--- src/pkg/mid_pkg.sv ---
// Shared constants, types and register map of the instruction decoder/sequencer.
package mid_pkg;

  // ==========================================================================
  // Timing
  // ==========================================================================
  localparam int CLK_PERIOD_NS = 20;
  localparam int OSC_PER_CYCLE = 4;
  localparam int INSTR_CYCLE_NS = OSC_PER_CYCLE * CLK_PERIOD_NS;
  localparam logic [1:0] PHASE_LAST = 2'(OSC_PER_CYCLE - 1);

  // ==========================================================================
  // Instruction encoding constants
  // ==========================================================================
  localparam logic [3:0] SECOND_TAG = 4'hf;
  localparam logic [3:0] ACCESS_BANK = 4'h0;
  localparam logic [20:0] ID_FIRST = 21'h200000;
  localparam logic [20:0] ID_LAST = 21'h200004;
  localparam logic [1:0] TM_NONE = 2'h0;
  localparam logic [1:0] TM_POST_INC = 2'h1;
  localparam logic [1:0] TM_POST_DEC = 2'h2;
  localparam logic [1:0] TM_PRE_INC = 2'h3;

  // ==========================================================================
  // Register map (byte addresses) and field positions
  // ==========================================================================
  localparam logic [4:0] REG_CTRL = 5'h00;
  localparam logic [4:0] REG_BANK = 5'h04;
  localparam logic [4:0] REG_TABLE_PTR = 5'h08;
  localparam logic [4:0] REG_STATUS = 5'h0c;
  localparam logic [4:0] REG_COUNT = 5'h10;
  localparam int CTRL_RUN_BIT = 0;
  localparam int CTRL_PROT_BIT = 1;
  localparam logic [1:0] CTRL_RESET = 2'h1;
  localparam int ST_STRAY_BIT = 0;
  localparam int ST_BAD2_BIT = 1;
  localparam int ST_BLOCK_BIT = 2;

  // ==========================================================================
  // Types
  // ==========================================================================
  typedef enum logic [3:0] {
    CL_NOP, CL_BYTE, CL_BIT, CL_LITERAL, CL_LOAD_PTR, CL_MOVE, CL_REL,
    CL_LONG_XFER, CL_RETURN, CL_TABLE_RD, CL_TABLE_WR, CL_CONTROL
  } mid_class_t;

  typedef enum {SQ_FIRST, SQ_SECOND} mid_seq_t;

  typedef struct packed {
    mid_class_t cls;
    logic two_word;
    logic pc_change;
    logic to_file;
    logic bank_reg;
    logic [7:0] file_addr;
    logic [2:0] bit_num;
    logic [11:0] move_src;
    logic [11:0] move_dst;
    logic [19:0] literal;
    logic [1:0] ptr_sel;
    logic [20:0] target;
    logic target_abs;
    logic shadow_save;
    logic shadow_restore;
    logic [1:0] tbl_mode;
  } mid_fields_t;

  typedef struct packed {
    logic valid;
    logic idle;
    mid_class_t cls;
    logic [15:0] word;
    logic to_file;
    logic access_bank;
    logic [11:0] data_addr;
    logic [2:0] bit_num;
    logic [11:0] move_src;
    logic [11:0] move_dst;
    logic [19:0] literal;
    logic [1:0] ptr_sel;
    logic [20:0] target;
    logic target_abs;
    logic shadow_save;
    logic shadow_restore;
    logic tbl_rd;
    logic tbl_wr;
    logic [20:0] tbl_addr;
  } mid_issue_t;

endpackage

--- src/pkg/mid_fld_if.sv ---
// Carrier between the sequencer and the operand field extractor.
interface mid_fld_if;
  import mid_pkg::*;
  logic [15:0] w0;
  logic [15:0] w1;
  mid_fields_t f;
  modport ext (input w0, input w1, output f);
  modport seq (output w0, output w1, input f);
endinterface

--- src/mid_decoder.sv ---
// Instruction decoder and four-phase sequencer with an Avalon-MM register slave.

// Function
// (RL1) One word each, three kinds take two
// (RL2) Second word has top four bits set
// (RL3) Lone second word executes as no-op
// (RL4) One cycle; idle cycle on taken test/jump
// (RL5) Two-word instructions take two cycles
// (RL6) Instruction cycle is four oscillator periods
// (RL7) Destination bit: zero accumulator, one file
// (RL8) Access bit: zero access bank, one bank register
// (RL9) Three-bit field selects bit zero to seven
// (RL10) Short file address is eight bits
// (RL11) Moves carry full twelve-bit addresses, no bank
// (RL12) Literal is eight, twelve or twenty bits
// (RL13) Four table pointer modes on table access
// (RL14) Offset relative, or absolute for call/return
// (RL15) Literal load names its indirect pointer
// (RL16) Identification words readable despite code protection
// (RL17) Identification words readable by table read
// (RL18) Fast bit saves/restores shadow copies only
// (RL19) Table pointer is 21 bits into program
module mid_decoder
  import mid_pkg::*;
(
  input wire logic ref_clk,
  input wire logic resetn,
  input wire logic clk_en,
  input wire logic [15:0] prog_word,
  input wire logic prog_valid,
  input wire logic cond_true,
  output logic prog_taken,
  input wire logic [4:0] avm_address,
  input wire logic avm_read,
  input wire logic avm_write,
  input wire logic [31:0] avm_writedata,
  input wire logic [3:0] avm_byteenable,
  output logic [31:0] avm_readdata,
  output logic avm_waitrequest,
  output logic issue_valid,
  output logic issue_idle,
  output logic [3:0] issue_class,
  output logic [15:0] issue_word,
  output logic result_to_file,
  output logic access_bank,
  output logic [11:0] data_addr,
  output logic [2:0] bit_num,
  output logic [11:0] move_src,
  output logic [11:0] move_dst,
  output logic [19:0] literal,
  output logic [1:0] ptr_sel,
  output logic [20:0] prog_target,
  output logic target_abs,
  output logic shadow_save,
  output logic shadow_restore,
  output logic tbl_rd,
  output logic tbl_wr,
  output logic [20:0] tbl_addr
);

  // ==========================================================================
  // State
  // ==========================================================================
  logic [1:0] phase_q, next_phase;
  mid_seq_t seq_q, next_seq;
  logic flush_q, next_flush;
  logic taken_q, next_taken;
  logic armed_q, next_armed;
  logic [15:0] first_q, next_first;
  mid_issue_t iss_q, next_iss;
  logic [1:0] ctrl_q, next_ctrl;
  logic [3:0] bank_q, next_bank;
  logic [20:0] tp_q, next_tp;
  logic [2:0] status_q, next_status;
  logic [31:0] count_q, next_count;
  logic wait_q, next_wait;
  logic [31:0] rdata_q, next_rdata;
  logic boundary;
  logic flush_now;
  logic [20:0] tbl_ptr_use;
  logic in_id;
  logic bus_wr;
  logic [31:0] wr_merge;

  mid_fld_if fx ();

  mid_fields u_fields (
    .fx(fx.ext)
  );

  // The first word is held while its partner is fetched, so both halves decode together.
  assign fx.w0 = (seq_q == SQ_SECOND) ? first_q : prog_word;
  assign fx.w1 = prog_word;

  // Every decision is made on the last of the four phases of an instruction cycle.
  assign boundary = ctrl_q[CTRL_RUN_BIT] && (phase_q == PHASE_LAST); // RL6
  // A held true test must not starve the stream, so it only counts right after an issue.
  assign flush_now = (seq_q == SQ_FIRST) && (flush_q || (armed_q && cond_true)); // RL4

  // Pre-increment addresses the next location; all other modes use the pointer as it stands.
  assign tbl_ptr_use = (fx.f.tbl_mode == TM_PRE_INC) ? tp_q + 21'h1 : tp_q; // RL19
  assign in_id = (tbl_ptr_use >= ID_FIRST) && (tbl_ptr_use <= ID_LAST);

  // A write lands on the edge where waitrequest is seen low.
  assign bus_wr = avm_write && !wait_q;
  always_comb begin
    wr_merge = 32'h0000_0000;
    for (int i = 0; i < 4; i++) begin
      wr_merge[i*8 +: 8] = avm_byteenable[i] ? avm_writedata[i*8 +: 8] : 8'h00;
    end
  end

  // ==========================================================================
  // Sequencer and decode issue
  // ==========================================================================
  // Issue outputs are pulses; operand fields are only meaningful while issue_valid is high.
  always_comb begin
    next_phase = (phase_q == PHASE_LAST) ? 2'h0 : phase_q + 2'h1; // RL6
    next_seq = seq_q;
    next_flush = flush_q;
    next_taken = 1'b0;
    next_armed = armed_q;
    next_first = first_q;
    next_iss = '0;
    next_tp = tp_q;
    next_count = count_q;
    next_status = status_q;
    if (boundary) begin
      if (flush_now) begin
        // Taken test or changed program counter: burn one cycle as a no-op.
        next_iss.idle = 1'b1; // RL4
        next_flush = 1'b0;
      end else if (prog_valid) begin
        next_taken = 1'b1;
        unique case (seq_q)
          SQ_FIRST: begin
            if (fx.f.two_word) begin
              next_first = prog_word; // RL1 RL5
              next_seq = SQ_SECOND;
            end else if (fx.f.cls == CL_NOP) begin
              next_iss.valid = 1'b1; // RL3
              next_iss.cls = CL_NOP;
              next_iss.word = prog_word;
              next_count = count_q + 32'h1;
              if (prog_word[15:12] == SECOND_TAG) begin
                next_status[ST_STRAY_BIT] = 1'b1;
              end
            end
          end
          SQ_SECOND: begin
            next_seq = SQ_FIRST;
            if (prog_word[15:12] != SECOND_TAG) begin
              // A broken pair is dropped as a no-op rather than acted on half-decoded.
              next_iss.valid = 1'b1; // RL2
              next_iss.cls = CL_NOP;
              next_iss.word = first_q;
              next_status[ST_BAD2_BIT] = 1'b1;
              next_count = count_q + 32'h1;
            end
          end
        endcase
        if (!(seq_q == SQ_FIRST && (fx.f.two_word || fx.f.cls == CL_NOP)) && !next_iss.valid) begin
          next_iss.valid = 1'b1;
          next_iss.cls = fx.f.cls;
          next_iss.word = fx.w0;
          next_iss.to_file = fx.f.to_file; // RL7
          next_iss.access_bank = !fx.f.bank_reg; // RL8
          next_iss.data_addr = fx.f.bank_reg ? {bank_q, fx.f.file_addr} : {ACCESS_BANK, fx.f.file_addr}; // RL8 RL10
          next_iss.bit_num = fx.f.bit_num; // RL9
          next_iss.move_src = fx.f.move_src; // RL11
          next_iss.move_dst = fx.f.move_dst; // RL11
          next_iss.literal = fx.f.literal; // RL12
          next_iss.ptr_sel = fx.f.ptr_sel; // RL15
          next_iss.target = fx.f.target; // RL14
          next_iss.target_abs = fx.f.target_abs; // RL14
          next_iss.shadow_save = fx.f.shadow_save; // RL18
          next_iss.shadow_restore = fx.f.shadow_restore; // RL18
          next_flush = fx.f.pc_change; // RL4
          next_count = count_q + 32'h1;
          if (fx.f.cls == CL_TABLE_RD || fx.f.cls == CL_TABLE_WR) begin
            next_iss.tbl_addr = tbl_ptr_use; // RL19
            unique case (fx.f.tbl_mode)
              TM_NONE: next_tp = tp_q; // RL13
              TM_POST_INC: next_tp = tp_q + 21'h1; // RL13
              TM_POST_DEC: next_tp = tp_q - 21'h1; // RL13
              TM_PRE_INC: next_tp = tp_q + 21'h1; // RL13
            endcase
            if (fx.f.cls == CL_TABLE_WR) begin
              next_iss.tbl_wr = 1'b1;
            end else if (!ctrl_q[CTRL_PROT_BIT] || in_id) begin
              next_iss.tbl_rd = 1'b1; // RL16 RL17
            end else begin
              next_status[ST_BLOCK_BIT] = 1'b1;
            end
          end
        end
      end
      // Only the boundary that closes an issued instruction may see its test as true.
      next_armed = next_iss.valid; // RL4
    end
    // Software writes the pointer only when no table access moves it on the same edge.
    if (bus_wr && avm_address == REG_TABLE_PTR && next_tp == tp_q) begin
      next_tp = (tp_q & ~{{5{avm_byteenable[2]}}, {8{avm_byteenable[1]}}, {8{avm_byteenable[0]}}}) | wr_merge[20:0];
    end
    // One-to-clear status; a flag raised on the same edge survives the clear.
    if (bus_wr && avm_address == REG_STATUS) begin
      next_status = next_status & ~(wr_merge[2:0] & ~(next_status & ~status_q));
    end
  end

  always_ff @(posedge ref_clk) begin
    if (!resetn) begin
      phase_q <= 2'h0;
      seq_q <= SQ_FIRST;
      flush_q <= 1'b0;
      taken_q <= 1'b0;
      armed_q <= 1'b0;
      first_q <= 16'h0000;
      iss_q <= '0;
      tp_q <= 21'h000000;
      count_q <= 32'h0000_0000;
      status_q <= 3'h0;
    end else if (clk_en) begin
      phase_q <= next_phase;
      seq_q <= next_seq;
      flush_q <= next_flush;
      taken_q <= next_taken;
      armed_q <= next_armed;
      first_q <= next_first;
      iss_q <= next_iss;
      tp_q <= next_tp;
      count_q <= next_count;
      status_q <= next_status;
    end
  end

  // ==========================================================================
  // Avalon-MM slave
  // ==========================================================================
  // Every access costs exactly one wait cycle; read data is captured while waitrequest is high.
  always_comb begin
    next_wait = !((avm_read || avm_write) && wait_q);
    next_rdata = rdata_q;
    next_ctrl = ctrl_q;
    next_bank = bank_q;
    if (avm_read && wait_q) begin
      unique case (avm_address)
        REG_CTRL: next_rdata = {30'h0, ctrl_q};
        REG_BANK: next_rdata = {28'h0, bank_q};
        REG_TABLE_PTR: next_rdata = {11'h0, tp_q};
        REG_STATUS: next_rdata = {29'h0, status_q};
        REG_COUNT: next_rdata = count_q;
        default: next_rdata = 32'h0000_0000;
      endcase
    end
    if (bus_wr && avm_byteenable[0]) begin
      if (avm_address == REG_CTRL) begin
        next_ctrl = avm_writedata[1:0];
      end
      if (avm_address == REG_BANK) begin
        next_bank = avm_writedata[3:0];
      end
    end
  end

  always_ff @(posedge ref_clk) begin
    if (!resetn) begin
      wait_q <= 1'b1;
      rdata_q <= 32'h0000_0000;
      ctrl_q <= CTRL_RESET;
      bank_q <= 4'h0;
    end else if (clk_en) begin
      wait_q <= next_wait;
      rdata_q <= next_rdata;
      ctrl_q <= next_ctrl;
      bank_q <= next_bank;
    end
  end

  // Outputs are fields of registered state.
  assign prog_taken = taken_q;
  assign avm_readdata = rdata_q;
  assign avm_waitrequest = wait_q;
  assign issue_valid = iss_q.valid;
  assign issue_idle = iss_q.idle;
  assign issue_class = iss_q.cls;
  assign issue_word = iss_q.word;
  assign result_to_file = iss_q.to_file;
  assign access_bank = iss_q.access_bank;
  assign data_addr = iss_q.data_addr;
  assign bit_num = iss_q.bit_num;
  assign move_src = iss_q.move_src;
  assign move_dst = iss_q.move_dst;
  assign literal = iss_q.literal;
  assign ptr_sel = iss_q.ptr_sel;
  assign prog_target = iss_q.target;
  assign target_abs = iss_q.target_abs;
  assign shadow_save = iss_q.shadow_save;
  assign shadow_restore = iss_q.shadow_restore;
  assign tbl_rd = iss_q.tbl_rd;
  assign tbl_wr = iss_q.tbl_wr;
  assign tbl_addr = iss_q.tbl_addr;
endmodule

--- src/mid_fields.sv ---
// Combinational operand field extraction for one instruction word pair.
module mid_fields
  import mid_pkg::*;
(
  mid_fld_if.ext fx
);

  // ==========================================================================
  // Field extraction
  // ==========================================================================
  // Fields common to byte and bit forms are always extracted; the class says which ones matter.
  always_comb begin
    fx.f = '0;
    fx.f.cls = CL_BYTE;
    fx.f.file_addr = fx.w0[7:0]; // RL10
    fx.f.to_file = fx.w0[9]; // RL7
    fx.f.bank_reg = fx.w0[8]; // RL8
    fx.f.tbl_mode = fx.w0[1:0]; // RL13
    priority casez (fx.w0)
      16'b1111_????_????_???? : fx.f.cls = CL_NOP; // RL3
      16'b1100_????_????_???? : begin
        fx.f.cls = CL_MOVE;
        fx.f.two_word = 1'b1; // RL1
        fx.f.move_src = fx.w0[11:0]; // RL11
        fx.f.move_dst = fx.w1[11:0]; // RL11
      end
      16'b1101_????_????_???? : begin
        fx.f.cls = CL_REL;
        fx.f.pc_change = 1'b1;
        fx.f.target = {{10{fx.w0[10]}}, fx.w0[10:0]}; // RL14
      end
      16'b1110_0???_????_???? : begin
        fx.f.cls = CL_REL;
        fx.f.target = {{13{fx.w0[7]}}, fx.w0[7:0]}; // RL14
      end
      16'b1110_110?_????_????,
      16'b1110_1111_????_???? : begin
        fx.f.cls = CL_LONG_XFER;
        fx.f.two_word = 1'b1; // RL1
        fx.f.pc_change = 1'b1;
        fx.f.literal = {fx.w1[11:0], fx.w0[7:0]}; // RL12
        fx.f.target = {1'b0, fx.w1[11:0], fx.w0[7:0]}; // RL14
        fx.f.target_abs = 1'b1;
        // Only the call form carries the fast bit; the absolute branch never saves.
        fx.f.shadow_save = (fx.w0[9] == 1'b0) && fx.w0[8]; // RL18
      end
      16'b1110_1110_00??_???? : begin
        fx.f.cls = CL_LOAD_PTR;
        fx.f.two_word = 1'b1; // RL1
        fx.f.ptr_sel = fx.w0[5:4]; // RL15
        fx.f.literal = {8'h00, fx.w0[3:0], fx.w1[7:0]}; // RL12
      end
      16'b1110_????_????_???? : fx.f.cls = CL_CONTROL;
      16'b0111_????_????_????,
      16'b10??_????_????_???? : begin
        fx.f.cls = CL_BIT;
        fx.f.bit_num = fx.w0[11:9]; // RL9
      end
      16'b0000_1???_????_???? : begin
        fx.f.cls = CL_LITERAL;
        fx.f.literal = {12'h000, fx.w0[7:0]}; // RL12
      end
      16'b0000_0000_0000_10?? : fx.f.cls = CL_TABLE_RD;
      16'b0000_0000_0000_11?? : fx.f.cls = CL_TABLE_WR;
      16'b0000_0000_0001_00?? : begin
        fx.f.cls = CL_RETURN;
        fx.f.pc_change = 1'b1;
        fx.f.target_abs = 1'b1; // RL14
        fx.f.shadow_restore = fx.w0[0]; // RL18
      end
      16'b0000_0000_????_???? : fx.f.cls = CL_CONTROL;
      default : fx.f.cls = CL_BYTE;
    endcase
  end

endmodule

--- config.mk ---
export PLATFORM = sky130hd
export DESIGN_NAME = mid_decoder
export DESIGN_NICKNAME = d
export VERILOG_FILES = /design/src/pkg/mid_pkg.sv /design/src/pkg/mid_fld_if.sv /design/src/mid_decoder.sv /design/src/mid_fields.sv
export SDC_FILE = /design/constraint.sdc
export NUM_CORES = 1
export LEC_CHECK = 0
export BUFFER_PORTS_ARGS = -buffer_cell sky130_fd_sc_hd__buf_2
export CORE_MARGIN = 2
export CORE_UTILIZATION = 61
export DETAILED_ROUTE_END_ITERATION = 8
export PLACE_DENSITY = 0.86
export SYNTH_ARGS = -nofsm -noshare
export SYNTH_HDL_FRONTEND = slang
export SYNTH_SLANG_ARGS = --single-unit
--- constraint.sdc ---
create_clock -name ref_clk -period 8.6 [get_ports ref_clk]
set_input_delay 1.29 -clock ref_clk [delete_from_list [all_inputs] [get_ports ref_clk]]
set_output_delay 1.29 -clock ref_clk [all_outputs]
set_load 0.05 [all_outputs]
==> results of run 1 <==
-- path summary, 6_finish.rpt --
| path | start | to | depth (start not counted) |
|---|---|---|---|
| setup / recovery | seq_q[0] | prog_target[15] | 8 |
| hold / removal | prog_target[0] | prog_target[0] | 2 |
| setup reg to reg | seq_q[0] | prog_target[15] | 8 |
| hold reg to reg | prog_target[0] | prog_target[0] | 2 |
-- state kept, by name, summed over array words and instances (netlist names), 4 cells and up, named ones only --
name,count
avm_readdata,32
count_q,32
prog_target,21
tbl_addr,21
literal,20
first_q,16
issue_word,16
data_addr,12
move_dst,12
move_src,12
bank_q,4
issue_class,4
-- routing by layer --
metal	up-vias	wire length, microns	GRT usage
met3	145	4623	0.09414
met1	6080	15140	0.4360
met4	2	1639	0.1529
li1	5932	-	-
met2	758	18670	0.5758
met5	-	7	0
-- synthesized netlist by cell type, types with 15 or more instances --
library cell,instances
nor3_1,44
or3_1,28
nand2_1,217
nand4_1,15
o21ai_0,100
a32oi_1,16
a22oi_1,55
clkbuf_1,103
and2_1,15
buf_2,15
inv_1,17
dfxtp_1,249
nand3_1,86
mux2i_1,22
nor2_1,161
a21oi_1,177
xnor2_1,27
-- layout by cell type (no fill, tap or decap), drive strengths merged, types with 13 or more instances in the layout --
cell type / count
nor3: 45
a22oi: 55
buf: 230
or3: 29
inv: 19
nand3: 87
clkbuf: 39
nand2: 217
nand4: 16
dfxtp: 249
nor2: 163
a31oi: 13
a32oi: 17
a21oi: 180
o21ai: 101
mux2: 13
and2: 16
mux2i: 23
xnor2: 27
-- power groups by stage --
| stage | logic [mW] | registers [mW] | clock network [mW] |
|---|---|---|---|
| floorplan | 0.121 | 1.19 | 0 |
| global placement | 0.166 | 1.19 | 0 |
| detailed placement | 0.168 | 1.20 | 0 |
| CTS | 0.169 | 1.17 | 1.19 |
| global route | 0.186 | 1.17 | 1.24 |
| finish | 0.175 | 1.17 | 1.19 |
-- worst max-delay path: stages, from the launching register on --
cell and delay [ns]:
dfxtp_2 0.88, buf_4 0.47, o2111ai_1 0.31, nor2_1 0.87
nand2_1 0.79, a21oi_4 0.33, buf_4 0.45, nand3_2 0.28
o21ai_0 0.18
-- cells by family (layout without fill, tap and decap cells) --
logic type / count (synthesis) / in the layout / share of synthesized area
and+or+nand+nor: 638 / 638 / 0.2394
AOI/OAI and AO/OA: 466 / 466 / 0.2467
DFF: 249 / 249 / 0.3966
adders and majority gates: 4 / 4 / 0.003982
xor gates and xnor gates: 39 / 39 / 0.02718
buffers and inverters: 151 / 296 / 0.05206
muxes: 38 / 38 / 0.03414
other: 0 / 3 / 0
-- cell type report --
class | instances | area (sq um) | share of cell area
antenna | 3 | 7.507 | 0.0005195
clock buffer | 39 | 769.5 | 0.05325
clock inverter | 9 | 145.1 | 0.01004
inverter | 18 | 70.07 | 0.004849
multi-input combinational | 1185 | 6950 | 0.4810
sequential | 249 | 4986 | 0.3451
tap | 270 | 337.8 | 0.02338
timing repair buffer | 230 | 1184 | 0.08191
-- stage by stage --
step | setup WS [ns] | util | area, sq um | power [mW]
after floorplan | 5.064 | - | 12570 | 1.310
after global placement | 3.956 | 0.6686 | 13530 | 1.361
after detailed placement | 3.947 | 0.6686 | 13530 | 1.363
after CTS | 4.187 | 0.7138 | 14440 | 2.531
after global routing | 3.753 | 0.7141 | 14450 | 2.594
final | 3.914 | 0.7141 | 14450 | 2.537
==> flow_metrics.env, run 1 <==
export IMPL_synth_edf_count=0
export IMPL_avgSynthCellArea_sq_um=7.930
export IMPL_tns_ns=0
export IMPL_vias_per_cell=6.449
export IMPL_core_area_sq_um=20230
export IMPL_finalHoldViolCount=0
export IMPL_synthCells=1585
export IMPL_cp_end_kind="register"
export IMPL_ys_types=98
export IMPL_max_slew_margin=0.1640
export IMPL_areaGrowthSynthToFinish_pct=14.96
export IMPL_leakagePower_nw=5.324
export IMPL_port_buffers=217
export IMPL_cts_sinks=249
export IMPL_hp_class="register to register"
export IMPL_p_clk_frac=0.470
export IMPL_rrSetupSlack_ns=3.91
export IMPL_post_cts_buffers=0
export IMPL_power_switching_mw=0.6166
export IMPL_start_kind="register"
export IMPL_cp_max_fo=39
export IMPL_grt_antenna_before_repair=4
export IMPL_clk_path_buf_depth=3
export IMPL_routed_wl_microns=40080
export IMPL_drc=0
export IMPL_maxCapViolations=0
export IMPL_dieWidth_microns=147.5
export IMPL_ant_nets=0
export IMPL_clkTransAtPathRegs_ns=0.06
export IMPL_cts_hold_buf=0
export IMPL_clockRootBuffer="clkbuf_16"
export IMPL_sw_frac_of_total=0.2431
export IMPL_synth_top_cell_by_area="dfxtp_1"
export IMPL_grt_max_degree=94
export IMPL_syn_nets=1653
export IMPL_ys_top_cells_by_area="dfxtp_1 (40%), a21oi_1 (7.0%), nand2_1 (6.5%), nor2_1 (4.8%), o21ai_0 (4.0%)"
export IMPL_cts_buffers=26
export IMPL_p_seq_frac=0.461
export IMPL_fmax_mhz=213.4
export IMPL_hpwl_microns=27820
export IMPL_synth_seq_cells=249
export IMPL_grt_pass1_wl_microns=62630
export IMPL_cp_data_required_time_ns=9.04
export IMPL_cts_tree="yes"
export IMPL_fin_skew_ns=0.01742
export IMPL_cp_data_arrival_time_ns=5.13
export IMPL_crit_type="register to register"
export IMPL_grt_pass1_vias=11973
export IMPL_ys_seq_area_frac=0.3966
export IMPL_min_period_ns=4.686
export IMPL_fin_cells=2003
export IMPL_die_h_microns=147.5
export IMPL_powerDensity_nw_per_um2=175.6
export IMPL_syn_area_sq_um=12570
export IMPL_wl_per_cell_microns=20.01
export IMPL_yosysWarnings=0
export IMPL_rsz0062_at_grt="no"
export IMPL_gr_total_overflow=0
export IMPL_dieArea_sq_um=21770
export IMPL_fillers=1632
export IMPL_boundaryPins=230
export IMPL_track_usage=0.3512
export IMPL_cts_resized=0
export IMPL_hold_ws_ns=0.4519
export IMPL_outcome="completed"
export IMPL_yosysTopAreaCellShare=0.3966
export IMPL_initial_core_util=0.6212
export IMPL_yosys_most_used_dff="dfxtp_1"
export IMPL_power_share_combinational=0.069
export IMPL_num_vias=12917
export IMPL_ir_drop_mv=0.1640
export IMPL_maxSlewViolCount=0
export IMPL_internal_power_mw=1.920
export IMPL_dr_pass1_iters=7
export IMPL_h_tree_depth=1
export IMPL_gp_congestion=0.9227
export IMPL_dp_cells=1952
export IMPL_drt_initial_drc_count=1225
export IMPL_period_share=0.5448
export IMPL_insertion_delay_ns=0.54
export IMPL_finalSetupViolations=0
export IMPL_drive_gt1_frac=0.1983
export IMPL_final_nets=1778
export IMPL_tightest_slew_ns=1.251
export IMPL_async_reset_ff_frac=0
export IMPL_rows=52
Power figures use the tool's default switching activity.
==> run 2, diff against run 1 <==
--- a/config.mk
+++ b/config.mk
@@ -7,9 +7,9 @@
 export LEC_CHECK = 0
 export BUFFER_PORTS_ARGS = -buffer_cell sky130_fd_sc_hd__buf_2
 export CORE_MARGIN = 2
-export CORE_UTILIZATION = 61
+export CORE_UTILIZATION = 51
 export DETAILED_ROUTE_END_ITERATION = 8
-export PLACE_DENSITY = 0.86
+export PLACE_DENSITY = 0.77
 export SYNTH_ARGS = -nofsm -noshare
 export SYNTH_HDL_FRONTEND = slang
 export SYNTH_SLANG_ARGS = --single-unit
==> constraint.sdc (replaced) <==
create_clock -name ref_clk -period 4.3 [get_ports ref_clk]
set_input_delay 0.645 -clock ref_clk [delete_from_list [all_inputs] [get_ports ref_clk]]
set_output_delay 0.645 -clock ref_clk [all_outputs]
set_load 0.05 [all_outputs]
==> flow_metrics.env, run 2 (same netlist as run 1, synthesis figures left out) <==
export IMPL_rrSetupSlack_ns=0.62
export IMPL_hp_start="avm_writedata[1]"
export IMPL_finalSetupViolations=0
export IMPL_crit_type="register to register"
export IMPL_final_nets=1803
export IMPL_cts_tree="yes"
export IMPL_ant_nets=0
export IMPL_routed_wl_microns=40760
export IMPL_maxCapViolations=0
export IMPL_dr_pass1_iters=5
export IMPL_insertion_delay_ns=0.55
export IMPL_internal_power_mw=4.046
export IMPL_clk_path_buf_depth=3
export IMPL_start_kind="register"
export IMPL_dieArea_sq_um=25920
export IMPL_fillers=2250
export IMPL_fmax_mhz=272.0
export IMPL_worstReg2RegEnd="issue_word[7]"
export IMPL_ir_drop_mv=0.2650
export IMPL_boundaryPins=230
export IMPL_reg2reg_from="seq_q[0]"
export IMPL_cp_data_required_time_ns=4.75
export IMPL_p_clk_frac=0.491
export IMPL_core_area_sq_um=24250
export IMPL_hold_ws_ns=0.3753
export IMPL_r2r_cells=9
export IMPL_multiInputGateArea_sq_um=6950
export IMPL_outcome="completed"
export IMPL_gr_total_overflow=0
export IMPL_hp_class="input pin to register"
export IMPL_cp_data_arrival_time_ns=4.13
export IMPL_maxSlewViolCount=0
export IMPL_leakagePower_nw=5.508
export IMPL_tightest_slew_ns=1.045
export IMPL_track_usage=0.3023
export IMPL_cts_hold_buf=0
export IMPL_clkTransAtPathRegs_ns=0.06
export IMPL_wl_per_cell_microns=19.58
export IMPL_power_share_combinational=0.068
export IMPL_areaGrowthSynthToFinish_pct=17.74
export IMPL_cts_sinks=249
export IMPL_whs_endpoint="status_q[1]"
export IMPL_clockRootBuffer="clkbuf_16"
export IMPL_rows=57
export IMPL_sw_frac_of_total=0.2370
export IMPL_p_seq_frac=0.441
export IMPL_num_vias=12740
export IMPL_grt_pass1_vias=11733
export IMPL_finalHoldViolCount=0
export IMPL_tns_ns=0
export IMPL_rsz0062_at_grt="no"
export IMPL_gp_congestion=0.9266
export IMPL_grt_antenna_before_repair=3
export IMPL_powerDensity_nw_per_um2=358.3
export IMPL_h_tree_depth=1
export IMPL_cp_max_fo=25
export IMPL_layout_common_cells="dfxtp_1 (248), nand2_1 (217), buf_2 (217)"
export IMPL_final_common_cell="dfxtp_1"
export IMPL_hold_depth=2
export IMPL_vias_per_cell=6.122
export IMPL_drc=0
export IMPL_post_cts_buffers=0
export IMPL_cts_resized=0
export IMPL_fin_skew_ns=0.01500
export IMPL_initial_core_util=0.5184
export IMPL_grt_max_degree=94
export IMPL_dieWidth_microns=161.0
export IMPL_ff_latch_area_sq_um=4986
export IMPL_fin_ws_ns=0.6237
export IMPL_hpwl_microns=29200
export IMPL_min_period_ns=3.676
export IMPL_cp_end_kind="register"
export IMPL_drive_gt1_frac=0.2118
export IMPL_drt_initial_drc_count=1235
export IMPL_port_buffers=217
export IMPL_dp_worst_setup_slack_ns=0.7365
export IMPL_period_share=0.8549
export IMPL_max_slew_margin=0.3011
export IMPL_cts_buffers=27
export IMPL_grt_pass1_wl_microns=63870
export IMPL_power_switching_mw=1.257
export IMPL_die_h_microns=161.0
-- run 2: power by group through the flow --
stage	combinational (mW)	clock (mW)	sequential, mW
global route	0.387	2.73	2.34
detailed placement	0.352	0	2.39
finish	0.361	2.60	2.34
global placement	0.347	0	2.39
floorplan	0.242	0	2.38
CTS	0.353	2.63	2.34
-- run 2: worst max-delay path by stage --
| stage | slack, ns | cells past startpoint | startpoint | end |
|---|---|---|---|---|
| after floorplan | 1.41 | 8 | prog_word[0] | tbl_rd |
| after global placement | 0.84 | 9 | seq_q[0] | issue_word[0] |
| after detailed placement | 0.74 | 9 | seq_q[0] | issue_word[0] |
| after CTS | 0.70 | 9 | seq_q[0] | issue_word[0] |
| after global routing | 0.40 | 9 | seq_q[0] | issue_word[0] |
| final | 0.62 | 9 | seq_q[0] | issue_word[7] |
-- run 2: metrics by stage --
| stage | power [mW] | std cells | cell area, sq um | utilization |
|---|---|---|---|---|
| finish | 5.302 | 2081 | 14800 | 0.6103 |
| global route | 5.451 | 2081 | 14800 | 0.6103 |
| CTS | 5.320 | 2080 | 14800 | 0.6102 |
| detailed placement | 2.740 | 2030 | 13790 | 0.5686 |
| global placement | 2.734 | 2030 | 13790 | 0.5686 |
| floorplan | 2.620 | 1585 | 12570 | - |
-- run 2: metal layers --
| metal | wire length, microns | up-vias | global-route usage |
|---|---|---|---|
| met5 | 23 | - | 0 |
| met4 | 1652 | 4 | 0.1157 |
| met3 | 3995 | 135 | 0.07268 |
| met2 | 18730 | 649 | 0.4979 |
| met1 | 16360 | 5970 | 0.3848 |
| li1 | - | 5982 | - |
-- run 2: layout make-up --
type / instances / area share
inverters: 18 / 0.004735
clock inverters: 14 / 0.01615
multi-input cells: 1185 / 0.4696
repair buffers: 254 / 0.09300
well taps: 324 / 0.02739
flip-flops and latches: 249 / 0.3369
diodes: 1 / 0.0001691
clock buffers: 36 / 0.05200
-- run 2: worst max-delay path, stage by stage, from the launching register on --
cell and delay (ns):
dfxtp_2 0.67, buf_4 0.34, mux2i_1 0.60, nand3_1 0.17, o21ai_0 0.14, a31oi_2 0.14
o41ai_4 0.53, and3_1 0.58, a32oi_1 0.21, o221ai_2 0.20
==> run 3, diff against run 2 <==
--- a/config.mk
+++ b/config.mk
@@ -10,6 +10,7 @@
 export CORE_UTILIZATION = 51
 export DETAILED_ROUTE_END_ITERATION = 8
 export PLACE_DENSITY = 0.77
+export REMOVE_ABC_BUFFERS = 1
 export SYNTH_ARGS = -nofsm -noshare
 export SYNTH_HDL_FRONTEND = slang
 export SYNTH_SLANG_ARGS = --single-unit
==> flow_metrics.env, run 3 (same netlist as run 1, synthesis figures left out) <==
export IMPL_outcome="completed"
export IMPL_gp_congestion=0.9326
export IMPL_post_cts_buffers=0
export IMPL_cts_resized=0
export IMPL_gr_total_overflow=0
export IMPL_finalHoldViolCount=0
export IMPL_dr_pass1_iters=6
export IMPL_dieWidth_microns=161.0
export IMPL_clockRootBuffer="clkbuf_16"
export IMPL_grt_max_degree=176
export IMPL_drive_gt1_frac=0.2147
export IMPL_maxCapViolations=0
export IMPL_hpwl_microns=27980
export IMPL_cts_hold_buf=0
export IMPL_die_h_microns=161.0
export IMPL_areaGrowthSynthToFinish_pct=17.58
export IMPL_cts_buffers=27
export IMPL_rows=57
export IMPL_crit_family="compound AO/OA/AOI/OAI gates"
export IMPL_tightest_slew_ns=1.033
export IMPL_hp_class="input pin to register"
export IMPL_critical_path_slowest_cell="dfxtp_2"
export IMPL_cp_max_fo=26
export IMPL_dieArea_sq_um=25920
export IMPL_num_vias=12710
export IMPL_grt_antenna_before_repair=1
export IMPL_grt_pass1_wl_microns=63470
export IMPL_wl_per_cell_microns=19.32
export IMPL_drc=0
export IMPL_cp_cell_sequence="nand4b_1 > a221oi_2 > and3b_1 > o21ai_1 > a2111oi_4 > a21oi_4 > nand2_1 > o21ai_0"
export IMPL_port_buffers=217
export IMPL_final_common_cell="dfxtp_1"
export IMPL_initial_core_util=0.5184
export IMPL_ir_drop_mv=0.3010
export IMPL_boundaryPins=230
export IMPL_clkTransAtPathRegs_ns=0.06
export IMPL_vias_per_cell=6.093
export IMPL_grt_pass1_vias=11884
export IMPL_layout_common_cells="dfxtp_1 (248), nand2_1 (217), buf_2 (217)"
export IMPL_start_kind="register"
export IMPL_fmax_mhz=260.4
export IMPL_maxSlewViolCount=0
export IMPL_period_share=0.8931
export IMPL_cp_end_kind="register"
export IMPL_max_slew_margin=0.3115
export IMPL_cp_data_arrival_time_ns=4.25
export IMPL_clk_path_buf_depth=3
export IMPL_postLayoutCoreUtil=0.6095
export IMPL_track_usage=0.2995
export IMPL_powerDensity_nw_per_um2=348.5
export IMPL_cp_slowest_stage_delay_ns=0.68
export IMPL_core_area_sq_um=24250
export IMPL_leakagePower_nw=5.503
export IMPL_final_nets=1809
export IMPL_fin_skew_ns=0.01103
export IMPL_ant_nets=0
export IMPL_rrSetupSlack_ns=0.46
export IMPL_h_tree_depth=1
export IMPL_crit_type="register to register"
export IMPL_power_mw=5.151
export IMPL_cts_tree="yes"
export IMPL_path_buf_inv=0
export IMPL_cts_sinks=249
export IMPL_min_period_ns=3.840
export IMPL_routed_wl_microns=40300
export IMPL_rsz0062_at_grt="no"
export IMPL_insertion_delay_ns=0.56
export IMPL_cp_data_required_time_ns=4.71
export IMPL_drt_initial_drc_count=1158
export IMPL_finalSetupViolations=0
-- run 3: per-layer routing --
metal | track usage | part of all wire | vias up
li1 | - | - | 5999
met4 | 0.1173 | 0.037 | 0
met2 | 0.5113 | 0.47 | 597
met3 | 0.05881 | 0.087 | 113
met1 | 0.3738 | 0.40 | 6001
met5 | 0 | 0 | -
-- run 3: worst paths after layout --
check	start	endpoint	cells past startpoint
worst max-delay path	seq_q[0]	bit_num[2]	8
worst min-delay path	avm_writedata[11]	register	3
worst max register to register	seq_q[0]	bit_num[2]	8
worst min register to register	tbl_addr[10]	tbl_addr[10]	2
-- run 3: final cells by class --
cell class / count / area (sq um)
Antenna cell: 1 / 2.502
Clock buffer: 36 / 779.5
Clock inverter: 13 / 163.9
Fill cell: 2195 / 9469
Inverter: 18 / 70.07
Multi-Input combinational cell: 1185 / 6950
Sequential cell: 249 / 4986
Tap cell: 324 / 405.4
Timing Repair Buffer: 260 / 1421
-- run 3: tightest hold or removal path, delay by kind of cell --
family                 cells  cell delay (ns)
AND/OR/NAND/NOR            1             0.06
buffers and inverters      1             0.10
AO/OA/AOI/OAI              1             0.08
-- run 3: through the flow --
| stage | hold slack [ns] | setup WS (ns) | std cells | TNS [ns] | area [sq um] |
|---|---|---|---|---|---|
| finish | 0.3745 | 0.4598 | 2086 | 0 | 14780 |
| global route | 0.3721 | 0.3707 | 2085 | 0 | 14780 |
| CTS | 0.3514 | 0.6330 | 2085 | 0 | 14780 |
| detailed placement | 0.4380 | 0.6116 | 2036 | 0 | 13830 |
| global placement | 0.4284 | 0.7384 | 2036 | 0 | 13830 |
| floorplan | 0.4367 | -1.093 | 1452 | -44.95 | 11980 |
-- run 3: power by group --
part	internal [mW]	switching, mW	total (mW)
logic	0.111	0.258	0.369
registers	2.32	0.0182	2.33
clock network	1.46	0.991	2.45
total	3.88	1.27	5.15
